File: config.mk
export PLATFORM = sky130hd
export DESIGN_NAME = t1bsc_ctrl
export DESIGN_NICKNAME = d
export VERILOG_FILES = /design/src/hw/t1bsc_pkg.sv /design/src/hw/t1bsc_ctrl.sv /design/src/hw/t1bsc_filter.sv
export SDC_FILE = /design/constraint.sdc
export NUM_CORES = 1
export LEC_CHECK = 0
export ABC_AREA = 1
export BUFFER_PORTS_ARGS = -buffer_cell sky130_fd_sc_hd__buf_2
export CORE_MARGIN = 4
export CORE_UTILIZATION = 30
export CTS_CLUSTER_DIAMETER = 60
export DETAILED_ROUTE_END_ITERATION = 6
export GPL_ROUTABILITY_DRIVEN = 0
export HOLD_SLACK_MARGIN = 0.05
export PLACE_DENSITY_LB_ADDON = 0.08
export SLEW_MARGIN = 20
export SYNTH_ARGS = -nofsm -noshare
export SYNTH_HDL_FRONTEND = slang
export SYNTH_SLANG_ARGS = --single-unit
File: constraint.sdc
create_clock -name SYS_CLK -period 3.3 [get_ports SYS_CLK]
set_input_delay 0 -clock SYS_CLK [delete_from_list [all_inputs] [get_ports SYS_CLK]]
set_output_delay 0 -clock SYS_CLK [all_outputs]
set_load 0.02 [all_outputs]
File: src/hw/t1bsc_pkg.sv
// Constants, register map and field layout of the T1 code controller
package t1bsc_pkg;
  localparam logic [7:0] OFF_STATUS = 8'h24;
  localparam logic [7:0] OFF_MASK = 8'h25;
  localparam logic [7:0] OFF_CTRL = 8'h37;
  localparam logic [7:0] OFF_RX_WORD = 8'hc0;
  localparam logic [7:0] OFF_TX_WORD = 8'hc1;
  localparam logic [7:0] OFF_MATCH_A = 8'hc2;
  localparam logic [7:0] OFF_MATCH_B = 8'hc3;

  localparam int CTL_W = 5;
  localparam int CTL_SEND = 0;
  localparam int CTL_FLT_LO = 1;
  localparam int CTL_FLT_HI = 2;
  localparam int CTL_RX_RST = 3;
  localparam int CTL_RX_ENA = 4;

  localparam int EV_W = 6;
  localparam int EV_CODE = 0;
  localparam int EV_MATCH = 1;
  localparam int EV_TX_EMPTY = 2;
  localparam int EV_RX_FULL = 3;
  localparam int EV_ABORT = 4;
  localparam int EV_CLEAR = 5;

  localparam int CODE_W = 6;
  localparam int PAT_W = 16;
  localparam int BYTE_W = 8;
  localparam logic [CODE_W-1:0] CODE_PRESET = 6'h3f;
  localparam logic [7:0] ABORT_BYTE = 8'hff;
  localparam logic [7:0] REG_RESET = 8'h00;

  localparam int FLT_CNT_W = 3;
  localparam logic [FLT_CNT_W-1:0] FLT_NONE = 3'h1;
  localparam logic [FLT_CNT_W-1:0] FLT_THREE = 3'h3;
  localparam logic [FLT_CNT_W-1:0] FLT_FIVE = 3'h5;
  localparam logic [FLT_CNT_W-1:0] FLT_SEVEN = 3'h7;

  localparam int ABORT_ONES = 8;
  localparam int CLEAR_BITS = 30;

  typedef enum logic [2:0] {
    TXM_IDLE = 3'b001,
    TXM_DATA = 3'b010,
    TXM_CODE = 3'b100
  } t1bsc_txm_t;

  // Identical codes needed before a code counts as valid; "none" still needs one sighting
  function automatic logic [FLT_CNT_W-1:0] flt_need(input logic [1:0] sel);
    unique case (sel)
      2'b00: flt_need = FLT_NONE;
      2'b01: flt_need = FLT_THREE;
      2'b10: flt_need = FLT_FIVE;
      2'b11: flt_need = FLT_SEVEN;
    endcase
  endfunction

  // Framed code: zero, six code bits, zero, then the abort byte; sent from the top bit down
  function automatic logic [PAT_W-1:0] code_frame(input logic [CODE_W-1:0] code);
    code_frame = {1'b0, code, 1'b0, ABORT_BYTE};
  endfunction
endpackage

File: src/hw/t1bsc_ctrl.sv
// Bit-oriented code controller for the T1 facility data link
//
// Overview of operation
// [RULE1] Software loads the six-bit code first, then sets the send-code bit.
// [RULE2] Send-code bit low sends no code; high sends the low six transmit bits.
// [RULE3] Transmit word bits 6 and 7 are ignored while codes are sent.
// [RULE4] Filter bits pick 1, 3, 5 or 7 identical codes before validity.
// [RULE5] A rising edge of the receive reset bit resets the code receiver.
// [RULE6] Receive enable runs the detector; receive word then shows the code.
// [RULE7] Receive word bits 0-5 hold the code, bits 6 and 7 read zero; with receive enable low the word returns the last received data byte instead.
// [RULE8] Status bit 0 sets on each change to a newly valid code.
// [RULE9] Status bit 1 sets when the receive word equals either match register.
// [RULE10] Status bit 2 sets when the transmit buffer empties, bit 3 on receive full.
// [RULE11] Status bit 4 sets on eight consecutive received ones.
// [RULE12] Status bit 5 sets after thirty link bits without an abort.
// [RULE13] Mask bits 0-5 gate the same status bits; one allows the interrupt.
// [RULE14] Software writes zero to control bits 5 to 7.
// [RULE15] Software writes zero to mask bits 6 and 7.
// [RULE16] Receive flow: set filter, enable, unmask, await interrupt, read word.
// [RULE17] Code frame is zero, six code bits, zero, eight ones.
// [RULE18] Setting send-code starts the frame at once and repeats it.
// [RULE19] Received code reads all ones until a valid code arrives.
// [RULE20] Interrupt output is high while any unmasked status bit is set.
// [RULE21] Status bits stay set until software clears them.
`timescale 1ns/10ps
module t1bsc_ctrl
  import t1bsc_pkg::*;
#(
  parameter int ABORT_LEN = ABORT_ONES,
  parameter int CLEAR_LEN = CLEAR_BITS
) (
  input wire logic SYS_CLK, // 10 MHz system clock
  input wire logic RST, // Synchronous reset, active high
  input wire logic [7:0] ADDR, // Register address
  input wire logic [7:0] WDATA, // Write data
  input wire logic WR, // Write strobe
  input wire logic RD, // Read strobe
  output logic [7:0] RDATA, // Read data, valid the cycle after RD
  input wire logic LINK_SLOT, // One-cycle pulse per data link bit slot
  input wire logic LINK_RX_BIT, // Received data link bit, sampled on LINK_SLOT
  output logic LINK_TX_BIT, // Transmitted data link bit
  output logic IRQ // Interrupt, active high
);
  if (ABORT_LEN < 2 || ABORT_LEN > 15) begin : g_chk_abort
    $error("ABORT_LEN out of range");
  end
  if (CLEAR_LEN < 2 || CLEAR_LEN > 31) begin : g_chk_clear
    $error("CLEAR_LEN out of range");
  end

  typedef struct packed {
    logic [EV_W-1:0] status;
    logic [EV_W-1:0] mask;
    logic [CTL_W-1:0] ctrl;
    logic [7:0] tx_word;
    logic tx_full;
    logic [7:0] match_a;
    logic [7:0] match_b;
    logic [7:0] rdata;
    logic irq;
    logic tx_bit;
    t1bsc_txm_t txm;
    logic [4:0] tx_cnt;
    logic [PAT_W-1:0] tx_sh;
    logic [PAT_W-1:0] rx_sh;
    logic [2:0] rx_cnt;
    logic [7:0] rx_byte;
    logic [3:0] ones;
    logic [4:0] quiet;
    logic quiet_done;
    logic rst_prev;
    logic ena_prev;
  } t1bsc_state_t;

  t1bsc_state_t r, next_r;

  logic restart;
  logic det;
  logic [PAT_W-1:0] rx_win;
  logic [CODE_W-1:0] flt_code;
  logic flt_change;
  logic [7:0] rx_word;

  // A detected code is the receive window shaped as a whole frame
  assign rx_win = {r.rx_sh[PAT_W-2:0], LINK_RX_BIT};
  assign det = LINK_SLOT && r.ctrl[CTL_RX_ENA] && !restart && rx_win[PAT_W-1] == 1'b0
    && rx_win[BYTE_W] == 1'b0 && rx_win[BYTE_W-1:0] == ABORT_BYTE; // [RULE6] [RULE17]
  assign restart = (r.ctrl[CTL_RX_RST] && !r.rst_prev)
    || (r.ctrl[CTL_RX_ENA] && !r.ena_prev); // [RULE5] [RULE19]
  assign rx_word = r.ctrl[CTL_RX_ENA] ? {2'b00, flt_code} : r.rx_byte; // [RULE7]

  t1bsc_filter u_filter (
    .clk(SYS_CLK),
    .rst(RST),
    .restart(restart),
    .det(det),
    .det_code(rx_win[PAT_W-2 -: CODE_W]),
    .need(flt_need({r.ctrl[CTL_FLT_HI], r.ctrl[CTL_FLT_LO]})),
    .code(flt_code),
    .change(flt_change)
  );

  always_comb begin
    logic [EV_W-1:0] ev;
    logic [EV_W-1:0] clr;
    logic [PAT_W-1:0] word;
    logic [7:0] new_byte;
    ev = '0;
    clr = '0;
    word = '0;
    new_byte = {r.rx_sh[6:0], LINK_RX_BIT};
    next_r = r;
    next_r.rdata = REG_RESET;
    next_r.rst_prev = r.ctrl[CTL_RX_RST];
    next_r.ena_prev = r.ctrl[CTL_RX_ENA];

    // Transmit side
    if (LINK_SLOT) begin
      if (r.ctrl[CTL_SEND]) begin
        // Start a fresh frame on entry or after the last bit, so the first bit goes out at once
        if (r.txm != TXM_CODE || r.tx_cnt == 5'(PAT_W)) begin // [RULE18]
          word = code_frame(r.tx_word[CODE_W-1:0]); // [RULE2] [RULE3] [RULE17]
          next_r.tx_cnt = 5'h1;
        end else begin
          word = r.tx_sh;
          next_r.tx_cnt = r.tx_cnt + 5'h1;
        end
        next_r.tx_bit = word[PAT_W-1];
        next_r.tx_sh = {word[PAT_W-2:0], 1'b0};
        next_r.txm = TXM_CODE;
      end else if (r.txm == TXM_DATA && r.tx_cnt != 5'(BYTE_W)) begin
        next_r.tx_bit = r.tx_sh[PAT_W-1];
        next_r.tx_sh = {r.tx_sh[PAT_W-2:0], 1'b0};
        next_r.tx_cnt = r.tx_cnt + 5'h1;
      end else if (r.tx_full) begin
        next_r.tx_bit = r.tx_word[7];
        next_r.tx_sh = {r.tx_word[6:0], 9'h000};
        next_r.tx_cnt = 5'h1;
        next_r.tx_full = 1'b0;
        next_r.txm = TXM_DATA;
        ev[EV_TX_EMPTY] = 1'b1; // [RULE10]
      end else begin
        // Idle line carries ones; no code leaves while send-code is low
        next_r.tx_bit = 1'b1; // [RULE2]
        next_r.txm = TXM_IDLE;
      end
    end

    // Receive side
    if (restart) begin
      next_r.rx_sh = '0;
      next_r.rx_cnt = '0;
    end else if (LINK_SLOT) begin
      next_r.rx_sh = rx_win;
      if (LINK_RX_BIT) begin
        if (r.ones != 4'(ABORT_LEN)) begin
          next_r.ones = r.ones + 4'h1;
        end
        if (r.ones == 4'(ABORT_LEN - 1)) begin
          ev[EV_ABORT] = 1'b1; // [RULE11]
        end
      end else begin
        next_r.ones = '0;
      end
      if (ev[EV_ABORT]) begin
        next_r.quiet = '0;
        next_r.quiet_done = 1'b0;
      end else if (!r.quiet_done) begin
        if (r.quiet == 5'(CLEAR_LEN - 1)) begin
          ev[EV_CLEAR] = 1'b1; // [RULE12]
          next_r.quiet_done = 1'b1;
        end else begin
          next_r.quiet = r.quiet + 5'h1;
        end
      end
      if (!r.ctrl[CTL_RX_ENA]) begin
        next_r.rx_cnt = r.rx_cnt + 3'h1;
        if (r.rx_cnt == 3'(BYTE_W - 1)) begin
          next_r.rx_byte = new_byte;
          ev[EV_RX_FULL] = 1'b1; // [RULE10]
          ev[EV_MATCH] = new_byte == r.match_a || new_byte == r.match_b; // [RULE9]
        end
      end
    end
    if (flt_change) begin
      ev[EV_CODE] = 1'b1; // [RULE8]
      ev[EV_MATCH] = rx_word == r.match_a || rx_word == r.match_b; // [RULE9]
    end

    // Register writes
    if (WR) begin
      unique case (ADDR)
        OFF_STATUS: clr = WDATA[EV_W-1:0];
        OFF_MASK: next_r.mask = WDATA[EV_W-1:0]; // [RULE13] [RULE15]
        OFF_CTRL: next_r.ctrl = WDATA[CTL_W-1:0]; // [RULE14]
        OFF_TX_WORD: begin
          next_r.tx_word = WDATA; // [RULE1]
          next_r.tx_full = 1'b1;
        end
        OFF_MATCH_A: next_r.match_a = WDATA;
        OFF_MATCH_B: next_r.match_b = WDATA;
        default: ;
      endcase
    end

    // Register reads, unmapped addresses answer zero
    if (RD) begin
      unique case (ADDR)
        OFF_STATUS: next_r.rdata = {2'b00, r.status};
        OFF_MASK: next_r.rdata = {2'b00, r.mask};
        OFF_CTRL: next_r.rdata = {3'b000, r.ctrl};
        OFF_RX_WORD: next_r.rdata = rx_word; // [RULE6] [RULE16]
        OFF_TX_WORD: next_r.rdata = r.tx_word;
        OFF_MATCH_A: next_r.rdata = r.match_a;
        OFF_MATCH_B: next_r.rdata = r.match_b;
        default: next_r.rdata = REG_RESET;
      endcase
    end

    // Sticky status: a new event wins over a clear in the same cycle
    next_r.status = (r.status & ~clr) | ev; // [RULE21]
    next_r.irq = |(next_r.status & next_r.mask); // [RULE13] [RULE20]
  end

  always_ff @(posedge SYS_CLK) begin
    if (RST) begin
      r <= '{status: '0, mask: '0, ctrl: '0, tx_word: REG_RESET, tx_full: 1'b0,
        match_a: REG_RESET, match_b: REG_RESET, rdata: REG_RESET, irq: 1'b0,
        tx_bit: 1'b1, txm: TXM_IDLE, tx_cnt: '0, tx_sh: '0, rx_sh: '0, rx_cnt: '0,
        rx_byte: REG_RESET, ones: '0, quiet: '0, quiet_done: 1'b0, rst_prev: 1'b0,
        ena_prev: 1'b0};
    end else begin
      r <= next_r;
    end
  end

  assign RDATA = r.rdata;
  assign LINK_TX_BIT = r.tx_bit;
  assign IRQ = r.irq;
endmodule

File: src/hw/t1bsc_filter.sv
// Receive code integration filter: counts consecutive identical codes
`timescale 1ns/10ps
module t1bsc_filter
  import t1bsc_pkg::*;
(
  input wire logic clk, // System clock
  input wire logic rst, // Synchronous reset, active high
  input wire logic restart, // Receive code reset pulse
  input wire logic det, // One framed code seen this cycle
  input wire logic [CODE_W-1:0] det_code, // Code seen
  input wire logic [FLT_CNT_W-1:0] need, // Repetitions required
  output logic [CODE_W-1:0] code, // Last valid code
  output logic change // One-cycle pulse on a new valid code
);
  typedef struct packed {
    logic [CODE_W-1:0] cand;
    logic [FLT_CNT_W-1:0] cnt;
    logic [CODE_W-1:0] code;
    logic change;
  } t1bsc_flt_t;

  t1bsc_flt_t r, next_r;

  always_comb begin
    next_r = r;
    next_r.change = 1'b0;
    if (restart) begin
      next_r.cand = CODE_PRESET; // [RULE5]
      next_r.cnt = '0;
      next_r.code = CODE_PRESET; // [RULE19]
    end else if (det) begin
      if (det_code == r.cand && r.cnt != '0) begin
        // Saturate so a long run does not wrap and look fresh
        if (r.cnt != FLT_SEVEN) begin
          next_r.cnt = r.cnt + 3'h1;
        end
      end else begin
        next_r.cand = det_code;
        next_r.cnt = 3'h1;
      end
      if (next_r.cnt == need && next_r.cand != r.code) begin // [RULE4]
        next_r.code = next_r.cand;
        next_r.change = 1'b1; // [RULE8]
      end
    end
  end

  always_ff @(posedge clk) begin
    if (rst) begin
      r <= '{cand: CODE_PRESET, cnt: '0, code: CODE_PRESET, change: 1'b0};
    end else begin
      r <= next_r;
    end
  end

  assign code = r.code;
  assign change = r.change;
endmodule

### Word-level counts from Yosys, hierarchy flattened

Cells that the tools add are included.
W data, S select, Z words.

* word-level logic and storage cells: 162
* input port bits: 22
* flip-flop bits (word level): 130
* output and inout port bits: 10

* bitwise gates (word level): 10
* reductions and logical operators: 36
* mux-type cells: 55
* equal/unequal tests: 31
* add/sub/neg operators: 5

Operators with widths (number)
* $pmux W8 S7: 1
* $mux W6: 8
* $mux W21: 2
* $eq A8 B8 Y1 const B: 5
* $mux W36: 1
* $eq A8 B8 Y1: 4
* $mux W25: 1
* $eq A8 B6 Y1 const B: 3
* $mux W8: 3
* $mux W1: 22
* $mux W3: 7
* $reduce_and A2 Y1: 9
* $mux W16: 1
* $mux W5: 3
* $and A6 B6 Y6: 2
* $mux W4: 3
* $pmux W3 S4: 1
* $add A5 B1 Y5 const B: 2
* $eq A5 B5 Y1 const B: 2
* $logic_and A1 B1 Y1: 10
* $mux W9: 1
* $reduce_and A4 Y1: 2
* $add A3 B1 Y3 const B: 2
* $eq A6 B6 Y1: 1
* other kinds (25): 41

### Depth between registers and ports, before layout

* depth in word-level cells: 13
* mapped depth: 15
* depth with buffers taken out: 14

### Cells and area by module

From an unflattened synthesis, not the netlist that was laid out.

* cells, all modules: 959
* area, all modules: 6702.7 um2

By module, submodules not included
* t1bsc_ctrl: instances 1, cells an instance 822, area each 5739.3 um2, seq. area each 2262.2 um2
* t1bsc_filter: instances 1, cells an instance 137, area each 963.4 um2, seq. area each 320.3 um2

### Worst setup path after synthesis

OpenSTA, ideal clock, no wires.

* kind: register to register
* from: register u_filter.r[7] (netlist name)
* to: register u_filter.r (netlist bit u_filter.code[1])
* arrival: 1470 ps
* slack: 1701 ps
* required time: 3171 ps
* library setup time: 129 ps
* period minus slack after synthesis: 1599 ps
* path buffers: 0
* cell stages (with the launch flop): 15
* cell sequence: dfxtp_1 > inv_1 > ha_1 > nand2_1 > nand2_1 > nor2_1 > nand2_1 > nor2_4 > nand2_2 > nand2_2 > nand2_4 > nor2_8 > nand3_4 > nand2_1 > nand3_1

* word-level cells in the longest chain between the ends: 8
* elaborated cells on any way between the ends: 15
* those cells by class: add/sub: 1; eq/ne: 3; mux: 7; reduce/logical: 4

Ends and longest elaborated chain
* start, declared: line t1bsc_filter.sv:22 `t1bsc_flt_t r, next_r;`
* start signal, assigned: line t1bsc_filter.sv:50 `r <= '{cand: CODE_PRESET, cnt: '0, code: CODE_PRESET, change: 1'b0};`
* start signal, assigned: line t1bsc_filter.sv:52 `r <= next_r;`
* $add A3 B1 Y3, or another cell as far along: line t1bsc_filter.sv:35 `next_r.cnt = r.cnt + 3'h1;`
* $mux W3 or $logic_and A1 B1 Y1 (tied branches): line t1bsc_filter.sv:34, t1bsc_filter.sv:32
* $mux W3 or $mux W6 (tied branches): line t1bsc_filter.sv:32 `if (det_code == r.cand && r.cnt != '0) begin`
* $mux W3 or $mux W6 (tied branches): line t1bsc_filter.sv:31 `end else if (det) begin`
* $mux W3 or $mux W6 (tied branches): line t1bsc_filter.sv:27 `if (restart) begin`
* $eq A3 B3 Y1 or $ne A6 B6 Y1 (tied branches): line t1bsc_filter.sv:41 `if (next_r.cnt == need && next_r.cand != r.code) begin`
* $logic_and A1 B1 Y1: line t1bsc_filter.sv:41
* $reduce_and A2 Y1 (no source line)

Several ways; a longest one is shown, not always the timed one. The select of a mux whose other input is x is not followed.
A chain may end at the register's enable or synchronous reset.

### Worst setup path in the final report

* from: register r[55] (netlist name)
* to: register r[57] (netlist name)

* word-level cells in the longest chain between the ends: 4
* elaborated cells on any way between the ends: 10
* those cells by class: add/sub: 1; eq/ne: 2; mux: 3; reduce/logical: 4

Ends and longest elaborated chain
* start, declared: line t1bsc_ctrl.sv:75 `t1bsc_state_t r, next_r;`
* start signal, assigned: line t1bsc_ctrl.sv:227 `r <= '{status: '0, mask: '0, ctrl: '0, tx_word: REG_RESET, tx_full: 1'b0,`
* start signal, assigned: line t1bsc_ctrl.sv:233 `r <= next_r;`
* parallel branches: the longest is 4 deep, another holds $add A5 B1 Y5

Parallel ways; which one is timed is not known.

==> insert_results.sql <==
INSERT INTO impl_metrics (metric_group, metric, value, unit) VALUES
('logic_synthesis', 'adder_cell_share_of_the_synthesized_area', '1.95', '%'),
('logic_synthesis', 'post_synthesis_sequential_area_ratio', '40.2', '%'),
('place', 'dp_hpwl', '14700', 'µm'),
('logic_synthesis', 'post_synth_xor_area_fraction', '2.72', '%'),
('worst_hold_path', 'min-delay-path-class', 'input pin to flop', ''),
('global_route', 'grt_remaining_overflow', '0', ''),
('sta', 'slew_viol_final', '0', ''),
('global_route', 'initial_antenna_violation_count', '0', ''),
('floorplan', 'floorplan.die_area', '23800', 'µm²'),
('cells_and_area', 'number_of_non_filler_instances_in_the_completed_layout', '1236', ''),
('logic_synthesis', 'syn-mean-instance-area', '7.03', 'µm²'),
('setup_path', 'timing.critical_path.arrival', '2.47', 'ns'),
('clock_tree', 'tritoncts', 'yes', ''),
('sta', 'max_slew.worst_pin.slew', '0.772', 'ns'),
('setup_path', 'cp_data_required_time', '3.65', 'ns'),
('logic_synthesis', 'post_synth_and_or_nand_nor_area_fraction', '27.2', '%'),
('clock_tree', 'sinks_on_clock_net', '129', ''),
('sta', 'min_period_over_period', '64.2', '%'),
('drt', 'drt_iter0_drc', '430', ''),
('sta', 'final_hold_violating_endpoints', '0', ''),
('clock_tree', 'ctsLongestPathBuffers', '2', ''),
('place', 'io_buffers', '31', ''),
('sta', 'worst_slew_margin_rel', '48.5', '%'),
('setup_path', 'critical_path.reg2reg.startpoint', 'r[55]', ''),
('drt', 'drt.antenna.violating_nets', '0', ''),
('sta', 'worst_clock_skew', '0.0124', 'ns'),
('setup_path', 'crit_type', 'flop to flop', ''),
('cells_and_area', 'final_design_area_no_fill', '7550', 'µm²'),
('power', 'worst_case_vdd_ir_drop', '325', 'µV'),
('run_status', 'run_status', 'completed', ''),
('cells_and_area', 'n_fill_cell', '2281', ''),
('flow_run', 'cap_viol_max_count', '0', ''),
('logic_synthesis', 'synth_top_family_by_area', 'simple AND/OR/NAND/NOR gates', ''),
('global_route', 'pin_count_of_the_biggest_net_entering_global_routing', '33', ''),
('floorplan', 'die_w', '154', 'µm'),
('clock_tree', 'path_clk_slew', '0.06', 'ns'),
('sta', 'fmax', '0.472', 'GHz'),
('cells_and_area', 'layout-drive-gt1-share', '10.6', '%'),
('logic_synthesis', 'synth-compound-area-share', '17.5', '%'),
('floorplan', 'fp.dieH', '154', 'µm'),
('drt', 'firstDrtPassIters', '5', ''),
('floorplan', 'fp-row-count', '53', ''),
('clock_tree', 'post_cts_resize_count', '0', ''),
('logic_synthesis', 'ff_latch_count_synth', '129', ''),
('power', 'cellLeakagePower', '0.00311', 'µW'),
('cells_and_area', 'net_count_reported_at_finish', '980', ''),
('clock_tree', 'cts_hold_buffers', '13', ''),
('sta', 'setup_viol', '0', ''),
('sta', 'final.hold.worst_slack', '0.142', 'ns'),
('floorplan', 'floorplan.io_pins', '32', ''),
('logic_synthesis', 'synth.net_count', '946', ''),
('cells_and_area', 'antenna_cells_inserted', '0', ''),
('place', 'placed_cells_incl_taps', '1191', ''),
('logic_synthesis', 'ys_async_sr_fraction', '0', '%'),
('clock_tree', 'clkLatencyLatePin', '0.43', 'ns'),
('logic_synthesis', 'muxShareOfSynthArea', '0', '%'),
('global_route', 'grt_pass1_vias', '5651', ''),
('power', 'p_per_area', '507', 'nW/µm²'),
('clock_tree', 'buffer_count_from_post_cts_setup_fixing', '0', ''),
('drt', 'wl_per_cell', '16.0', 'µm'),
('drt', 'detailroute.via_count', '5829', ''),
('drt', 'wirelength', '19800', 'µm'),
('sta', 'final.setup.tns', '0', 'ns'),
('logic_synthesis', 'post_synth_inst_count', '914', ''),
('setup_path', 'timing.critical_path.from', 'r[55]', ''),
('sta', 'rsz_0062_raised_after_global_routing', 'no', ''),
('floorplan', 'initial_utilization', '30.6', '%'),
('clock_tree', 'clock_tree.root_cell', 'sky130_fd_sc_hd__clkbuf_16', ''),
('clock_tree', 'cts-buffers-inserted', '17', ''),
('drt', 'drcViolationCount', '0', ''),
('global_route', 'globalRouteTotalUtil', '17.0', '%');
synth_stat cells (12+ instances only):
| library cell | instances | share of area [%] |
|---|---|---|
| sky130_fd_sc_hd__nand3_1 | 28 | 2.2 |
| sky130_fd_sc_hd__xor2_1 | 15 | 2.0 |
| sky130_fd_sc_hd__nor3_1 | 16 | 1.2 |
| sky130_fd_sc_hd__nor2_1 | 95 | 5.5 |
| sky130_fd_sc_hd__o21ai_0 | 61 | 4.7 |
| sky130_fd_sc_hd__nand4_1 | 18 | 1.8 |
| sky130_fd_sc_hd__a21oi_1 | 82 | 6.4 |
| sky130_fd_sc_hd__a211oi_1 | 17 | 2.0 |
| sky130_fd_sc_hd__nand2_1 | 210 | 12 |
| sky130_fd_sc_hd__dfxtp_1 | 129 | 40 |
| sky130_fd_sc_hd__o22ai_1 | 12 | 1.2 |
| sky130_fd_sc_hd__inv_1 | 115 | 6.7 |
path summary, 6_finish.rpt:
kind              cells after the start     to  slack, ns
setup reg to reg                     10  r[57]       1.18
hold / removal                        5  r[84]       0.14
hold reg to reg                       2   r[1]       0.45
setup / recovery                     10  r[57]       1.18
cell usage in the layout (no fill, tap or decap), types with 4 or more instances in the layout:
cell                            count
sky130_fd_sc_hd__nand2_1          210
sky130_fd_sc_hd__nand2_2            9
sky130_fd_sc_hd__o31ai_1            4
sky130_fd_sc_hd__inv_1            115
sky130_fd_sc_hd__nor2_1            95
sky130_fd_sc_hd__xor2_1            15
sky130_fd_sc_hd__ha_1              10
sky130_fd_sc_hd__clkbuf_16         17
sky130_fd_sc_hd__buf_4              6
sky130_fd_sc_hd__buf_2             31
sky130_fd_sc_hd__a21oi_1           82
sky130_fd_sc_hd__o21ai_0           61
sky130_fd_sc_hd__dfxtp_1          129
sky130_fd_sc_hd__nor3_1            16
sky130_fd_sc_hd__bufinv_16          5
sky130_fd_sc_hd__dlygate4sd3_1     13
sky130_fd_sc_hd__a211oi_1          17
sky130_fd_sc_hd__xnor2_1            5
sky130_fd_sc_hd__o21ai_1            4
sky130_fd_sc_hd__nand3_1           28
sky130_fd_sc_hd__nand4_1           18
sky130_fd_sc_hd__inv_2              8
sky130_fd_sc_hd__o22ai_1           12
layout make-up:
type	count	area [µm²]	share of cell area [%]
clock buffers	22	464	6.15
flip-flops and latches	129	2580	34.2
multi-input cells	625	3170	42.0
clock inverters	10	181	2.40
inverters	125	474	6.28
well taps	275	344	4.56
repair buffers	50	330	4.37
power by group:
group | total [µW] | switching [µW] | internal (µW)
Clock | 2090 | 715 | 1380
Sequential | 1580 | 9.80 | 1570
Combinational | 158 | 107 | 51.1
metrics by stage:
step	power, µW	utilization, %	setup WS [ns]
floorplan	1700	-	1.70
global placement	1760	32.2	1.23
detailed placement	1760	32.2	1.17
CTS	3880	35.9	1.16
global route	3970	35.9	0.872
finish	3830	35.9	1.18
sequential cells by signal, indices dropped and copies added, names as in the netlist:
signal and cells:
RDATA 8, IRQ 1, u_filter.r 9, next_r 2, r 101, LINK_TX_BIT 1, u_filter.code 6, u_filter.change 1
worst max-delay path: stages (launching register included):
cell and delay (ns):
sky130_fd_sc_hd__dfxtp_1 0.33, sky130_fd_sc_hd__inv_1 0.08, sky130_fd_sc_hd__ha_1 0.16, sky130_fd_sc_hd__nand4_1 0.11
sky130_fd_sc_hd__nand2_1 0.10, sky130_fd_sc_hd__nand2_2 0.13, sky130_fd_sc_hd__o21ai_4 0.44, sky130_fd_sc_hd__inv_2 0.22
sky130_fd_sc_hd__a21oi_1 0.24, sky130_fd_sc_hd__o21ai_0 0.11, sky130_fd_sc_hd__a21oi_1 0.12
cells by family after synthesis:
kind of cell | after synthesis
AO/OA/AOI/OAI | 198
flip-flops | 129
XOR/XNOR | 20
adder cells (fa/ha/maj) | 10
AND/OR/NAND/NOR | 397
buffers and inverters | 160
per-layer routing:
layer	vias up	track usage, %	wire, µm	part of all wire (%)
li1	3049	-	-	-
met1	2655	24.8	10300	52
met2	104	25.4	8540	43
met3	21	2.99	669	3.4
met4	0	5.17	272	1.4
met5	-	0	0	0
(Power assumes the default switching activity.)
